--- config.mk ---
export PLATFORM = sky130hd
export DESIGN_NAME = hc_revision_control_regs
export DESIGN_NICKNAME = d
export VERILOG_FILES = /design/src/rtl/hc_regs_pkg.sv /design/src/rtl/hc_revision_control_regs.sv /design/src/rtl/sof_delay_timer.sv
export SDC_FILE = /design/constraint.sdc
export NUM_CORES = 1
export LEC_CHECK = 0
export ABC_CLOCK_PERIOD_IN_PS = 2200
export BUFFER_PORTS_ARGS = -buffer_cell sky130_fd_sc_hd__buf_2
export CORE_MARGIN = 5
export CORE_UTILIZATION = 49
export CTS_CLUSTER_SIZE = 24
export DETAILED_ROUTE_END_ITERATION = 8
export PLACE_DENSITY_LB_ADDON = 0.05
export SETUP_SLACK_MARGIN = 0.1
export SLEW_MARGIN = 25
export SYNTH_ARGS = -nofsm -noshare
export SYNTH_HDL_FRONTEND = slang
export SYNTH_SLANG_ARGS = --single-unit
--- constraint.sdc ---
create_clock -name core_clk_i -period 2.2 [get_ports core_clk_i]
set_clock_uncertainty 0.1 [all_clocks]
set_input_delay 0.11 -clock core_clk_i [delete_from_list [all_inputs] [get_ports core_clk_i]]
set_output_delay 0.11 -clock core_clk_i [all_outputs]
set_load 0.1 [all_outputs]
--- src/rtl/hc_regs_pkg.sv ---
/*
 * constants for the host controller revision/control register pair:
 * offsets, field positions, reset values, state codes, timing counts.
 * assumes a 32-bit register access port clocked by core_clk_i.
 */
`default_nettype none

package hc_regs_pkg;

   // ------------------------------------------------------------------
   // register map
   // ------------------------------------------------------------------
   localparam logic [7:0] spec_revision_off = 8'h00;
   localparam logic [7:0] controller_control_off = 8'h04;

   // ------------------------------------------------------------------
   // field layout and reset values
   // ------------------------------------------------------------------
   localparam logic [7:0] spec_revision_bcd = 8'h10;   // version 1.0
   localparam int fs_lsb = 6;
   localparam int ple_bit = 2;
   localparam int ie_bit = 3;
   localparam int cle_bit = 4;
   localparam int ble_bit = 5;
   localparam int route_bit = 8;
   localparam int wake_conn_bit = 9;
   localparam int wake_en_bit = 10;
   localparam int cbsr_lsb = 0;
   localparam logic [31:0] control_reset = 32'h0000_0000;

   // ------------------------------------------------------------------
   // functional states, binary coded in order reset, resume, operational, suspend
   // ------------------------------------------------------------------
   typedef enum logic [1:0] {
      state_reset       = 2'h0,
      state_resume      = 2'h1,
      state_operational = 2'h2,
      state_suspend     = 2'h3
   } func_state_t;

   // ------------------------------------------------------------------
   // timing
   // ------------------------------------------------------------------
   localparam int clk_period_ps = 8000;
   localparam int sof_delay_us = 1000;
   // 1 us is 1e6 ps; the product still fits a 32-bit int
   localparam int sof_delay_cycles =
      (sof_delay_us * 1000000 + clk_period_ps - 1) / clk_period_ps;

endpackage

`default_nettype wire

--- src/rtl/hc_revision_control_regs.sv ---
/*
 * revision and control registers of the full/low-speed host controller.
 * assumes a simple synchronous register port: one-cycle read/write
 * strobes with byte enables, read data registered one cycle later.
 */
`timescale 1ns/1ps
`default_nettype none

module hc_revision_control_regs
   import hc_regs_pkg::*;
#(
   parameter int unsigned sof_delay = sof_delay_cycles
) (
   // clock and resets
   input wire logic core_clk_i,
   input wire logic sys_rst_i,        // hardware reset
   input wire logic soft_rst_i,       // software reset pulse
   // register access port
   input wire logic [7:0] reg_addr_i,
   input wire logic reg_wr_i,
   input wire logic reg_rd_i,
   input wire logic [3:0] reg_be_i,
   input wire logic [31:0] reg_wdata_i,
   output logic [31:0] reg_rdata_o,
   output logic reg_ack_o,
   // controller events
   input wire logic resume_detected_i,  // resume detected status bit
   input wire logic event_irq_i,        // pending enabled status event
   input wire logic downstream_resume_i,
   // controller outputs
   output logic [1:0] functional_state_o,
   output logic remote_wakeup_o,
   output logic host_irq_o,
   output logic mgmt_irq_o,
   output logic sof_enable_o,
   output logic ple_o,
   output logic ie_o,
   output logic cle_o,
   output logic ble_o,
   output logic [1:0] cbsr_o
);

   // ------------------------------------------------------------------
   // state
   // ------------------------------------------------------------------
   func_state_t fs_r;
   func_state_t fs_nxt;
   logic [5:0] lists_r;              // cbsr, ple, ie, cle, ble
   logic wake_en_r;
   logic wake_conn_r;
   logic route_r;
   logic wr_ctl;
   logic enter_oper;
   logic sof_go;
   logic [31:0] ctl_view;

   // only the control offset stores writes; revision writes fall away
   assign wr_ctl = reg_wr_i && (reg_addr_i == controller_control_off);

   // full control image; reserved bits are not stored so they read zero
   always_comb begin
      ctl_view = control_reset;
      ctl_view[fs_lsb +: 2] = fs_r;
      ctl_view[5:0] = lists_r;
      ctl_view[route_bit] = route_r;
      ctl_view[wake_conn_bit] = wake_conn_r;
      ctl_view[wake_en_bit] = wake_en_r;
   end

   // ------------------------------------------------------------------
   // functional state
   // ------------------------------------------------------------------
   // next state: driver write, or hardware resume while suspended
   // a driver write to the state byte wins over a downstream resume
   always_comb begin
      fs_nxt = fs_r;
      if (wr_ctl && reg_be_i[0]) begin
         fs_nxt = func_state_t'(reg_wdata_i[fs_lsb +: 2]);
      end else if (fs_r == state_suspend && downstream_resume_i) begin
         fs_nxt = state_resume;
      end
   end

   always_ff @(posedge core_clk_i) begin
      if (sys_rst_i) begin
         fs_r <= state_reset;
      end else if (soft_rst_i) begin
         fs_r <= state_suspend;
      end else begin
         fs_r <= fs_nxt;
      end
   end

   // entry edge only, so staying operational never restarts the wait
   assign enter_oper = !sys_rst_i && !soft_rst_i
                       && fs_nxt == state_operational
                       && fs_r != state_operational;

   // ------------------------------------------------------------------
   // driver-owned fields; only writes and resets move them
   // ------------------------------------------------------------------
   always_ff @(posedge core_clk_i) begin
      if (sys_rst_i || soft_rst_i) begin
         lists_r <= 6'h00;
         wake_en_r <= 1'b0;
      end else if (wr_ctl) begin
         if (reg_be_i[0]) begin
            lists_r <= reg_wdata_i[5:0];
         end
         if (reg_be_i[1]) begin
            wake_en_r <= reg_wdata_i[wake_en_bit];
         end
      end
   end

   // routing and wakeup-connected survive a software reset
   always_ff @(posedge core_clk_i) begin
      if (sys_rst_i) begin
         route_r <= 1'b0;
         wake_conn_r <= 1'b0;
      end else if (wr_ctl && reg_be_i[1]) begin
         route_r <= reg_wdata_i[route_bit];
         wake_conn_r <= reg_wdata_i[wake_conn_bit];
      end
   end

   // ------------------------------------------------------------------
   // start-of-frame delay after entering operational
   // ------------------------------------------------------------------
   sof_delay_timer #(
      .delay_cycles(sof_delay)
   ) u_sof_timer (
      .core_clk_i(core_clk_i),
      .sys_rst_i(sys_rst_i),
      .start_i(enter_oper),
      .abort_i(fs_nxt != state_operational || soft_rst_i),
      .done_o(sof_go)
   );

   always_ff @(posedge core_clk_i) begin
      if (sys_rst_i || soft_rst_i || fs_nxt != state_operational) begin
         sof_enable_o <= 1'b0;
      end else if (sof_go) begin
         sof_enable_o <= 1'b1;
      end
   end

   // ------------------------------------------------------------------
   // interrupt routing and remote wakeup
   // ------------------------------------------------------------------
   // wakeup enable is not in the interrupt path at all
   always_ff @(posedge core_clk_i) begin
      if (sys_rst_i) begin
         host_irq_o <= 1'b0;
         mgmt_irq_o <= 1'b0;
         remote_wakeup_o <= 1'b0;
      end else begin
         host_irq_o <= event_irq_i && !route_r;
         mgmt_irq_o <= event_irq_i && route_r;
         remote_wakeup_o <= wake_en_r && resume_detected_i;
      end
   end

   // ------------------------------------------------------------------
   // register outputs and read path
   // ------------------------------------------------------------------
   // registered copies so every output leaves a flip-flop, one cycle late
   always_ff @(posedge core_clk_i) begin
      if (sys_rst_i) begin
         functional_state_o <= state_reset;
         {cbsr_o, ple_o, ie_o, cle_o, ble_o} <= 6'h00;
      end else begin
         functional_state_o <= fs_r;
         cbsr_o <= lists_r[cbsr_lsb +: 2];
         ple_o <= lists_r[ple_bit];
         ie_o <= lists_r[ie_bit];
         cle_o <= lists_r[cle_bit];
         ble_o <= lists_r[ble_bit];
      end
   end

   // unmapped addresses read zero; revision writes are dropped
   always_ff @(posedge core_clk_i) begin
      if (sys_rst_i) begin
         reg_rdata_o <= 32'h0;
         reg_ack_o <= 1'b0;
      end else begin
         reg_ack_o <= reg_rd_i || reg_wr_i;
         reg_rdata_o <= 32'h0;
         if (reg_rd_i) begin
            unique case (reg_addr_i)
               spec_revision_off:
                  reg_rdata_o <= {24'h0, spec_revision_bcd};
               controller_control_off:
                  reg_rdata_o <= ctl_view;
               default:
                  reg_rdata_o <= 32'h0;
            endcase
         end
      end
   end

endmodule // hc_revision_control_regs

`default_nettype wire

--- src/rtl/sof_delay_timer.sv ---
/*
 * one-shot delay timer: counts a fixed number of cycles after start
 * and then pulses done. assumes one clock, synchronous active-high
 * reset.
 */
`timescale 1ns/1ps
`default_nettype none

module sof_delay_timer #(
   parameter int unsigned delay_cycles = 125000
) (
   // clock and reset
   input wire logic core_clk_i,
   input wire logic sys_rst_i,
   // control
   input wire logic start_i,
   input wire logic abort_i,
   output logic done_o
);

   logic [31:0] count_r;
   logic running_r;

   // ------------------------------------------------------------------
   // counter; abort wins so leaving operational cancels the wait
   // ------------------------------------------------------------------
   always_ff @(posedge core_clk_i) begin
      done_o <= 1'b0;
      if (sys_rst_i || abort_i) begin
         running_r <= 1'b0;
         count_r <= 32'h0;
      end else if (start_i) begin
         running_r <= 1'b1;
         count_r <= 32'h1;
      end else if (running_r) begin
         if (count_r >= 32'(delay_cycles)) begin
            running_r <= 1'b0;
            done_o <= 1'b1;
         end else begin
            count_r <= count_r + 32'h1;
         end
      end
   end

endmodule // sof_delay_timer

`default_nettype wire
## Word level (Yosys, flattened, before mapping)

Index checks and enable logic that the tools add are counted.

| word-level totals | value |
|---|---|
| register bits | 90 |
| input bits | 52 |
| word-level logic and storage cells | 70 |

| operators by class | value |
|---|---|
| bitwise operators | 3 |
| muxes and demuxes | 11 |
| reductions and logical operators | 27 |
| $add $sub $neg | 1 |
| equality and inequality tests | 6 |
| magnitude comparators | 1 |

Operators with widths:

| kind | count |
|---|---|
| $add 32x1->32 const B | 1 |
| $ge 32x17->1 const B | 1 |
| $pmux 11 s2 | 1 |
| $logic_and 1x1->1 | 10 |
| $eq 8x3->1 const B | 1 |
| $logic_not 8->1 | 1 |
| $reduce_and 2->1 | 4 |
| $mux 1 | 7 |
| $mux 2 | 3 |
| $ne 2x2->1 const B | 3 |
| $logic_or 1x1->1 | 5 |
| $eq 2x2->1 const B | 2 |
| $reduce_or 2->1 | 2 |
| $logic_not 1->1 | 3 |
| $not 1->1 | 3 |
| $reduce_or 3->1 | 1 |
| $reduce_bool 2->1 | 1 |

## Longest topological paths before layout

Gate-level depths: netlist (run 1).

| depth | value |
|---|---|
| depth in word-level cells | 9 |
| gate-level depth with buffers | 7 |
| gate-level depth less buffers | 6 |

## By module

From an unflattened synthesis (run 1), not the netlist that was laid out.

| unflattened totals | value |
|---|---|
| cells, all modules | 291 |
| area total of the unflattened synthesis | 2894.0 sq um |

Modules (own cells, without submodules):

| module | area each (sq um) | cells each | instances |
|---|---|---|---|
| sof_delay_timer | 1456.4 | 147 | 1 |
| hc_revision_control_regs | 1437.6 | 144 | 1 |

## Worst setup path before layout (run 1)

Ideal clock, no wire load.

| timing | value |
|---|---|
| path type | reg2reg |
| start | register u_sof_timer.count_r[7] |
| end | register u_sof_timer.count_r[13] |
| stages on the path, launching flop included | 6 |
| period minus slack after synthesis | 1899 ps |
| required time | 2030 ps |
| path slack | 301 ps |
| arrival time | 1729 ps |
| cell sequence | dfxtp_1 nor4_1 a2111oi_2 or3b_2 or3_1 a21oi_1 |

| between the ends | value |
|---|---|
| cells in the longest elaborated chain, start to end | 3 |
| elaborated cells between the ends (all ways) | 4 |
| those cells by class | 1 x add/sub; 1 x order compare; 1 x bitwise; 1 x reduce/logical |

RTL lines:

| item | RTL line | RTL |
|---|---|---|
| start, declared | sof_delay_timer.sv:21 | `logic [31:0] count_r;` |
| start signal, assigned | sof_delay_timer.sv:40 | `count_r <= count_r + 32'h1;` |
| $ge 32x17->1 | sof_delay_timer.sv:36 | `if (count_r >= 32'(delay_cycles)) begin` |
| $not 1->1 (no line) | -- |  |
| $reduce_and 2->1 (no line) | -- |  |

Several ways; a longest one is shown, not always the timed one.
A chain may end at the register's enable or synchronous reset.

## Final worst setup path (run 1)

| timing | value |
|---|---|
| start | register u_sof_timer.count_r[7] |
| end | register u_sof_timer.count_r[10] |

Same word-level chain as after synthesis.

==> results.md, run 1 <==
* Status: finished, final reports clean
* CTS Sinks at 69
* Total design power at 2.76 mW
* # diodes at 0
* Synthesized cell area at 2730 um^2
* FF-to-FF path depth at 5
* Endpoints failing setup at 0
* First-pass GRT wire length at 9110 um
* Slew Viols, Final at 0
* Tcrit/Tclk final at 91.7%
* DR iter-0 viols at 69
* WS Path Type: register to register
* Max Clock Freq at 496 MHz
* Final Net Count at 429
* # DRC at 0
* # port buffers at 52
* Slew @ Worst Pin at 0.674 ns
* Drt wl/cell at 12.6 um
* Post-synthesis register bit count at 69
* Drt pass-1 iters at 4
* DIE AREA at 7160 um^2
* IO Pins at 97
* Post-Layout Cell Count at 452
* Max-Cap Viols at 0
* Final Hold Vio Count at 0
* Pin count of the biggest net entering global routing at 19
* Total CTS buffers at 9
* Hold Path Class: input pin to register
* Sum Neg Setup Slack at 0 ns
* Internal power at 2.07 mW
* Unique masters post-synth at 45
* Synth-to-Final Area Change at 29.8%
* Reg power frac at 45.6%
* EDFF count, synth at 0
* CTS root buf: clkbuf_8
* Minimum clock period at 2.02 ns
* FF/Latch Area at 1380 um^2
* Initial Utilization at 49.9%
* Clock power share at 44.1%
* Worst VDD drop at 0.000419 V
* Worst-skew pair later-pin latency at 0.33 ns
* Avg Vias per Cell at 4.78
* Fill cells at 483
* Mean Syn Cell Area at 9.51 um^2
* Routed Antenna Nets at 0
* Power per cell area at 780 nW/um^2
* Vias in the first global route at 2,082
* Reg-to-Reg End: u_sof_timer.count_r[10]
* FFs w/ async S/R, synth at 0%
* Yosys warns at 0
* R2R setup slack at 0.18 ns
* Reg clk slew, reported paths at 0.07 ns
* Commonest non-fill, non-tap cell in the layout: dfxtp_1
* DP Wirelength at 3920 um
* Dominant synthesized flop cell: dfxtp_1
* R2R Path Start: u_sof_timer.count_r[7]
* H-tree depth at 3
* Leakage power at 1.50 nW
* Max clock buf depth at 2
* Via count at 2,162
* Most frequent cells in the layout: 69 x dfxtp_1, 52 x buf_2, 26 x and2_1, 25 x nor2_1, 21 x conb_1
* Crit start category: register
* CTS tree: yes
* Final WL at 5700 um
* Sw Ratio at 25.2%
* Req. time, crit path at 2.36 ns
* Footprint of the multi-input gates at 1220 um^2
* Die width at 84.6 um
* Unrepaired setup endpoints after global routing: true
* Endpoint class of the critical path: register
* Crit path arrival time at 2.18 ns
* Initial antenna violation count at 0
* Synth Instances at 287
* WHS at 0.0367 ns
* Max-Slew Margin vs Limit at 54.6%
* Worst-path maximum fanout at 5
* Grt total ovfl at 0
* Overall Global Routing Usage at 15.8%
* Switch Pwr at 697 uW
* Routability congestion estimate at 0.757
* Sequential area share after synthesis at 50.6%
* Core ar. at 5470 um^2
* Comb pwr share at 10.3%
* Dpl cells at 416
* Crit path from: u_sof_timer.count_r[7]
* Row count at 27
* Die height at 84.6 um
* Share of layout cells above drive strength 1 at 25.5%
* CP endpoint: u_sof_timer.count_r[10]
==> power by group through the flow <==
stage               Combinational (mW)  Clock (mW)  Sequential [mW]
global placement                 0.258           0             1.29
global route                     0.297        1.31             1.26
finish                           0.285        1.22             1.26
floorplan                        0.219           0             1.32
detailed placement               0.259           0             1.29
CTS                              0.284        1.25             1.26
==> per-stage QoR <==
step           setup slack (ns)  util (%)  instance area [um^2]
5_1_grt                  0.0305      64.7                  3540
3_5_place_dp              0.148      55.9                  3060
2_1_floorplan             0.301         -                  2810
4_1_cts                   0.115      63.7                  3490
3_3_place_gp              0.179      55.9                  3060
6_report                  0.183      64.7                  3540
==> cells by family after synthesis <==
logic type      after synthesis  share of synthesized area (%)
flops                        69                           50.6
mux                           4                           1.47
simple gates                130                           27.2
xor+xnor                     10                           3.21
compound gates               31                           7.38
fa+ha+maj                     2                          0.916
buf+inv                      40                           9.07
other cells                   1                          0.137
==> layer usage <==
metal  global-route usage, %  vias to the layer above  share of wire [%]
met5                       0                        -                  0
met1                    20.6                      993                 47
met3                    3.53                        6                5.4
met2                    24.8                       52                 46
li1                        -                     1111                  -
met4                    7.63                        0                1.4
==> final cells by class <==
| class | count | share of cell area (%) |
|---|---|---|
| Clock buffer | 10 | 3.60 |
| Clock inverter | 6 | 3.14 |
| Inverter | 10 | 1.06 |
| Multi-Input combinational cell | 198 | 34.6 |
| Sequential cell | 69 | 39.0 |
| Tap cell | 72 | 2.54 |
| Timing Repair Buffer | 87 | 16.1 |
==> synthesized netlist by cell type (3+ instances only) <==
cell type | instances | area (um^2)
a21oi_1 | 13 | 65.1
a31oi_1 | 3 | 18.8
and2_1 | 26 | 163
and3_1 | 3 | 18.8
buf_4 | 22 | 165
clkbuf_1 | 6 | 22.5
dfxtp_1 | 69 | 1380
inv_1 | 10 | 37.5
mux2i_1 | 4 | 40.0
nand2_1 | 19 | 71.3
nand3_1 | 7 | 35.0
nand4_1 | 6 | 37.5
nor2_1 | 25 | 93.8
nor2b_1 | 8 | 50.1
nor3_1 | 4 | 20.0
nor4_1 | 9 | 56.3
nor4b_1 | 3 | 26.3
o21ai_0 | 5 | 25.0
or3_1 | 6 | 37.5
xnor2_1 | 10 | 87.6
==> critical path, cell delays in order (launching register included) <==
cell       delay [ns]
dfxtp_1          0.37
nor4_2           0.40
a2111oi_4        0.16
or3_4            0.43
or3_1            0.35
a21oi_1          0.14
==> how the worst min path moves through the flow <==
stage / from / to / cells after the start
floorplan: reg_addr_i[2] / reg_rdata_o[4] / 1
global placement: reg_addr_i[2] / reg_rdata_o[4] / 2
detailed placement: reg_addr_i[2] / reg_rdata_o[4] / 2
CTS: sys_rst_i / u_sof_timer.running_r / 4
global route: sys_rst_i / u_sof_timer.running_r / 4
finish: sys_rst_i / u_sof_timer.running_r / 4
==> sequential cells by signal, summed over array words and instances, names as in the netlist <==
| register | count |
|---|---|
| u_sof_timer.count_r | 32 |
| reg_rdata_o | 11 |
| lists_r | 6 |
| cbsr_o | 2 |
| fs_r | 2 |
| functional_state_o | 2 |
| ble_o | 1 |
| cle_o | 1 |
| host_irq_o | 1 |
| ie_o | 1 |
| mgmt_irq_o | 1 |
| ple_o | 1 |
| reg_ack_o | 1 |
| remote_wakeup_o | 1 |
| route_r | 1 |
| sof_enable_o | 1 |
| u_sof_timer.done_o | 1 |
| u_sof_timer.running_r | 1 |
| wake_conn_r | 1 |
| wake_en_r | 1 |
==> timing repair <==
| item | 4_1_cts | 5_1_grt |
|---|---|---|
| endpoints found under the setup margin | 0 | 7 |
| hold buffers | 19 | 0 |
| buffers inserted | 0 | 1 |
| gates resized for setup | 0 | 8 |
| endpoints found under the hold margin | 18 | 0 |
(Power assumes the default switching activity.)
==> run 2: changes to the inputs <==
--- a/config.mk
+++ b/config.mk
@@ -12,6 +12,7 @@
 export CTS_CLUSTER_SIZE = 24
 export DETAILED_ROUTE_END_ITERATION = 8
 export PLACE_DENSITY_LB_ADDON = 0.05
+export RECOVER_POWER = 100
 export SETUP_SLACK_MARGIN = 0.1
 export SLEW_MARGIN = 25
 export SYNTH_ARGS = -nofsm -noshare
==> run 2 against run 1 <==
Compared with the run above: non-clock buffer count stayed put; setup slack got worse by 0.0083 ns; critical endpoint is now u_sof_timer.count_r[14]; highest routed layer unchanged; register-to-register slack is essentially flat.
==> results.md, run 2 (synthesized netlist as in run 1, its figures left out) <==
* Drt pass-1 iters at 4
* Vias in the first global route at 2,082
* DP Wirelength at 3920 um
* Row count at 27
* Post-route cell area at 3480 um^2
* Synth-to-Final Area Change at 27.5%
* Clock power share at 44.2%
* Req. time, crit path at 2.37 ns
* Crit path from: u_sof_timer.count_r[7]
* Max-Cap Viols at 0
* Most frequent cells in the layout: 69 x dfxtp_1, 31 x clkbuf_1, 26 x buf_2, 25 x nor2_1, 23 x and2_1
* Max Clock Freq at 494 MHz
* Power per cell area at 795 nW/um^2
* Crit path arrival time at 2.19 ns
* Reg power frac at 45.6%
* Via count at 2,161
* Share of layout cells above drive strength 1 at 17.1%
* Max clock buf depth at 2
* Worst-path maximum fanout at 5
* DIE AREA at 7160 um^2
* Overall Global Routing Usage at 15.8%
* # DRC at 0
* Sum Neg Setup Slack at 0 ns
* CP max-delay cell: or3_4
* Die height at 84.6 um
* Leakage power at 1.37 nW
* WS Path Type: register to register
* Slew Viols, Final at 0
* Pin count of the biggest net entering global routing at 19
* # port buffers at 52
* CP cell instances: nor4_2 -> a2111oi_4 -> or3_4 -> or3_1 -> a21oi_1
* Max-Slew Margin vs Limit at 19.4%
* Worst-skew pair later-pin latency at 0.33 ns
* Comb pwr share at 10.2%
* Tcrit/Tclk final at 92.0%
* DP Area at 3060 um^2
* CTS tree: yes
* Final Core Density at 63.6%
* Endpoints failing setup at 0
* CTS Sinks at 69
* Worst VDD drop at 0.000418 V
* Endpoint class of the critical path: register
* DR iter-0 viols at 61
* Top flop regs: u_sof_timer.count_r: 32 flops, reg_rdata_o: 11 flops, lists_r: 6 flops
* Internal power at 2.06 mW
* Fill cells at 506
* # diodes at 0
* Largest Register: u_sof_timer.count_r
* Avg Vias per Cell at 4.78
* Routed Antenna Nets at 0
* Initial antenna violation count at 0
* Grt total ovfl at 0
* FF-to-FF path depth at 5
* Final Net Count at 429
* Worst path max stage delay at 0.43 ns
* Sw Ratio at 25.3%
* Crit start category: register
* Unrepaired setup endpoints after global routing: true
* Routability congestion estimate at 0.757
* Die width at 84.6 um
* Number of flip-flops in the largest register at 32
* Minimum clock period at 2.03 ns
* H-tree depth at 3
* Reg-to-Reg End: u_sof_timer.count_r[14]
* R2R setup slack at 0.17 ns
* FF/Latch Area at 1380 um^2
* Final WL at 5730 um
* First-pass GRT wire length at 9110 um
* CP endpoint: u_sof_timer.count_r[14]
* Initial Utilization at 49.9%
* CTS root buf: clkbuf_8
* Final Hold Vio Count at 0
* Core ar. at 5470 um^2
* IO Pins at 97
* Drt wl/cell at 12.7 um
* Reg clk slew, reported paths at 0.07 ns
* Total CTS buffers at 9
* Status: finished, final reports clean
* Slew @ Worst Pin at 1.21 ns
* R2R Path Start: u_sof_timer.count_r[7]
* Switch Pwr at 700 uW
* Hold Path Class: input pin to register
* Footprint of the multi-input gates at 1210 um^2
* Commonest non-fill, non-tap cell in the layout: dfxtp_1
run 2: changes by cell type in the layout (fill, tap and decap cells not counted), moves of 3 or more:
cell	before	now
clkbuf_1	1	31
buf_2	52	26
buf_4	16	12
and2_0	0	3
and2_1	26	23
run 2: area by class of cell:
class	count	area share (%)
Clock buffer	10	3.67
Clock inverter	6	3.20
Inverter	10	1.08
Multi-Input combinational cell	198	34.7
Sequential cell	69	39.7
Tap cell	72	2.59
Timing Repair Buffer	87	15.0
run 2: routing by layer:
metal | wire (um) | global-route usage, % | up-vias
met1 | 2680 | 20.6 | 982
met4 | 92 | 7.63 | 0
li1 | - | - | 1110
met2 | 2630 | 24.8 | 59
met3 | 325 | 3.53 | 10
met5 | 0 | 0 | -
run 2: worst max-delay path: cells and delay by family, from the launching register on:
kind,cells,cell delay (ns)
simple gates,3,1.19
flops,1,0.37
compound gates,2,0.30
run 2: stage by stage:
stage	total power [mW]	std cells	hold slack, ns	worst slack [ns]
final	2.76	452	0.111	0.175
after floorplan	1.54	307	0.104	0.301
after CTS	2.80	451	0.0132	0.115
after global placement	1.55	416	0.220	0.179
after global routing	2.86	452	0.122	0.0130
after detailed placement	1.55	416	0.221	0.148
run 2: how the worst min path moves through the flow:
stage | slack (ns) | depth (start not counted) | start | to
after floorplan | 0.10 | 1 | reg_addr_i[2] | reg_rdata_o[4]
after global placement | 0.22 | 2 | reg_addr_i[2] | reg_rdata_o[4]
after detailed placement | 0.22 | 2 | reg_addr_i[2] | reg_rdata_o[4]
after CTS | 0.01 | 4 | sys_rst_i | u_sof_timer.running_r
after global routing | 0.12 | 4 | sys_rst_i | u_sof_timer.running_r
final | 0.11 | 4 | sys_rst_i | u_sof_timer.count_r[0]
run 2: power by group through the flow:
stage               sequential [mW]  combinational (mW)  clock, mW
floorplan                      1.32               0.219          0
global placement               1.29               0.258          0
detailed placement             1.29               0.259          0
CTS                            1.26               0.284       1.25
global route                   1.26               0.293       1.31
finish                         1.26               0.281       1.22
run 2: repair_timing:
| item | in CTS | in global routing |
|---|---|---|
| buffers inserted | 0 | 1 |
| hold endpoints to repair | 18 | 0 |
| endpoints found under the setup margin | 0 | 7 |
| hold buffers | 19 | 0 |
| gates resized for setup | 0 | 8 |
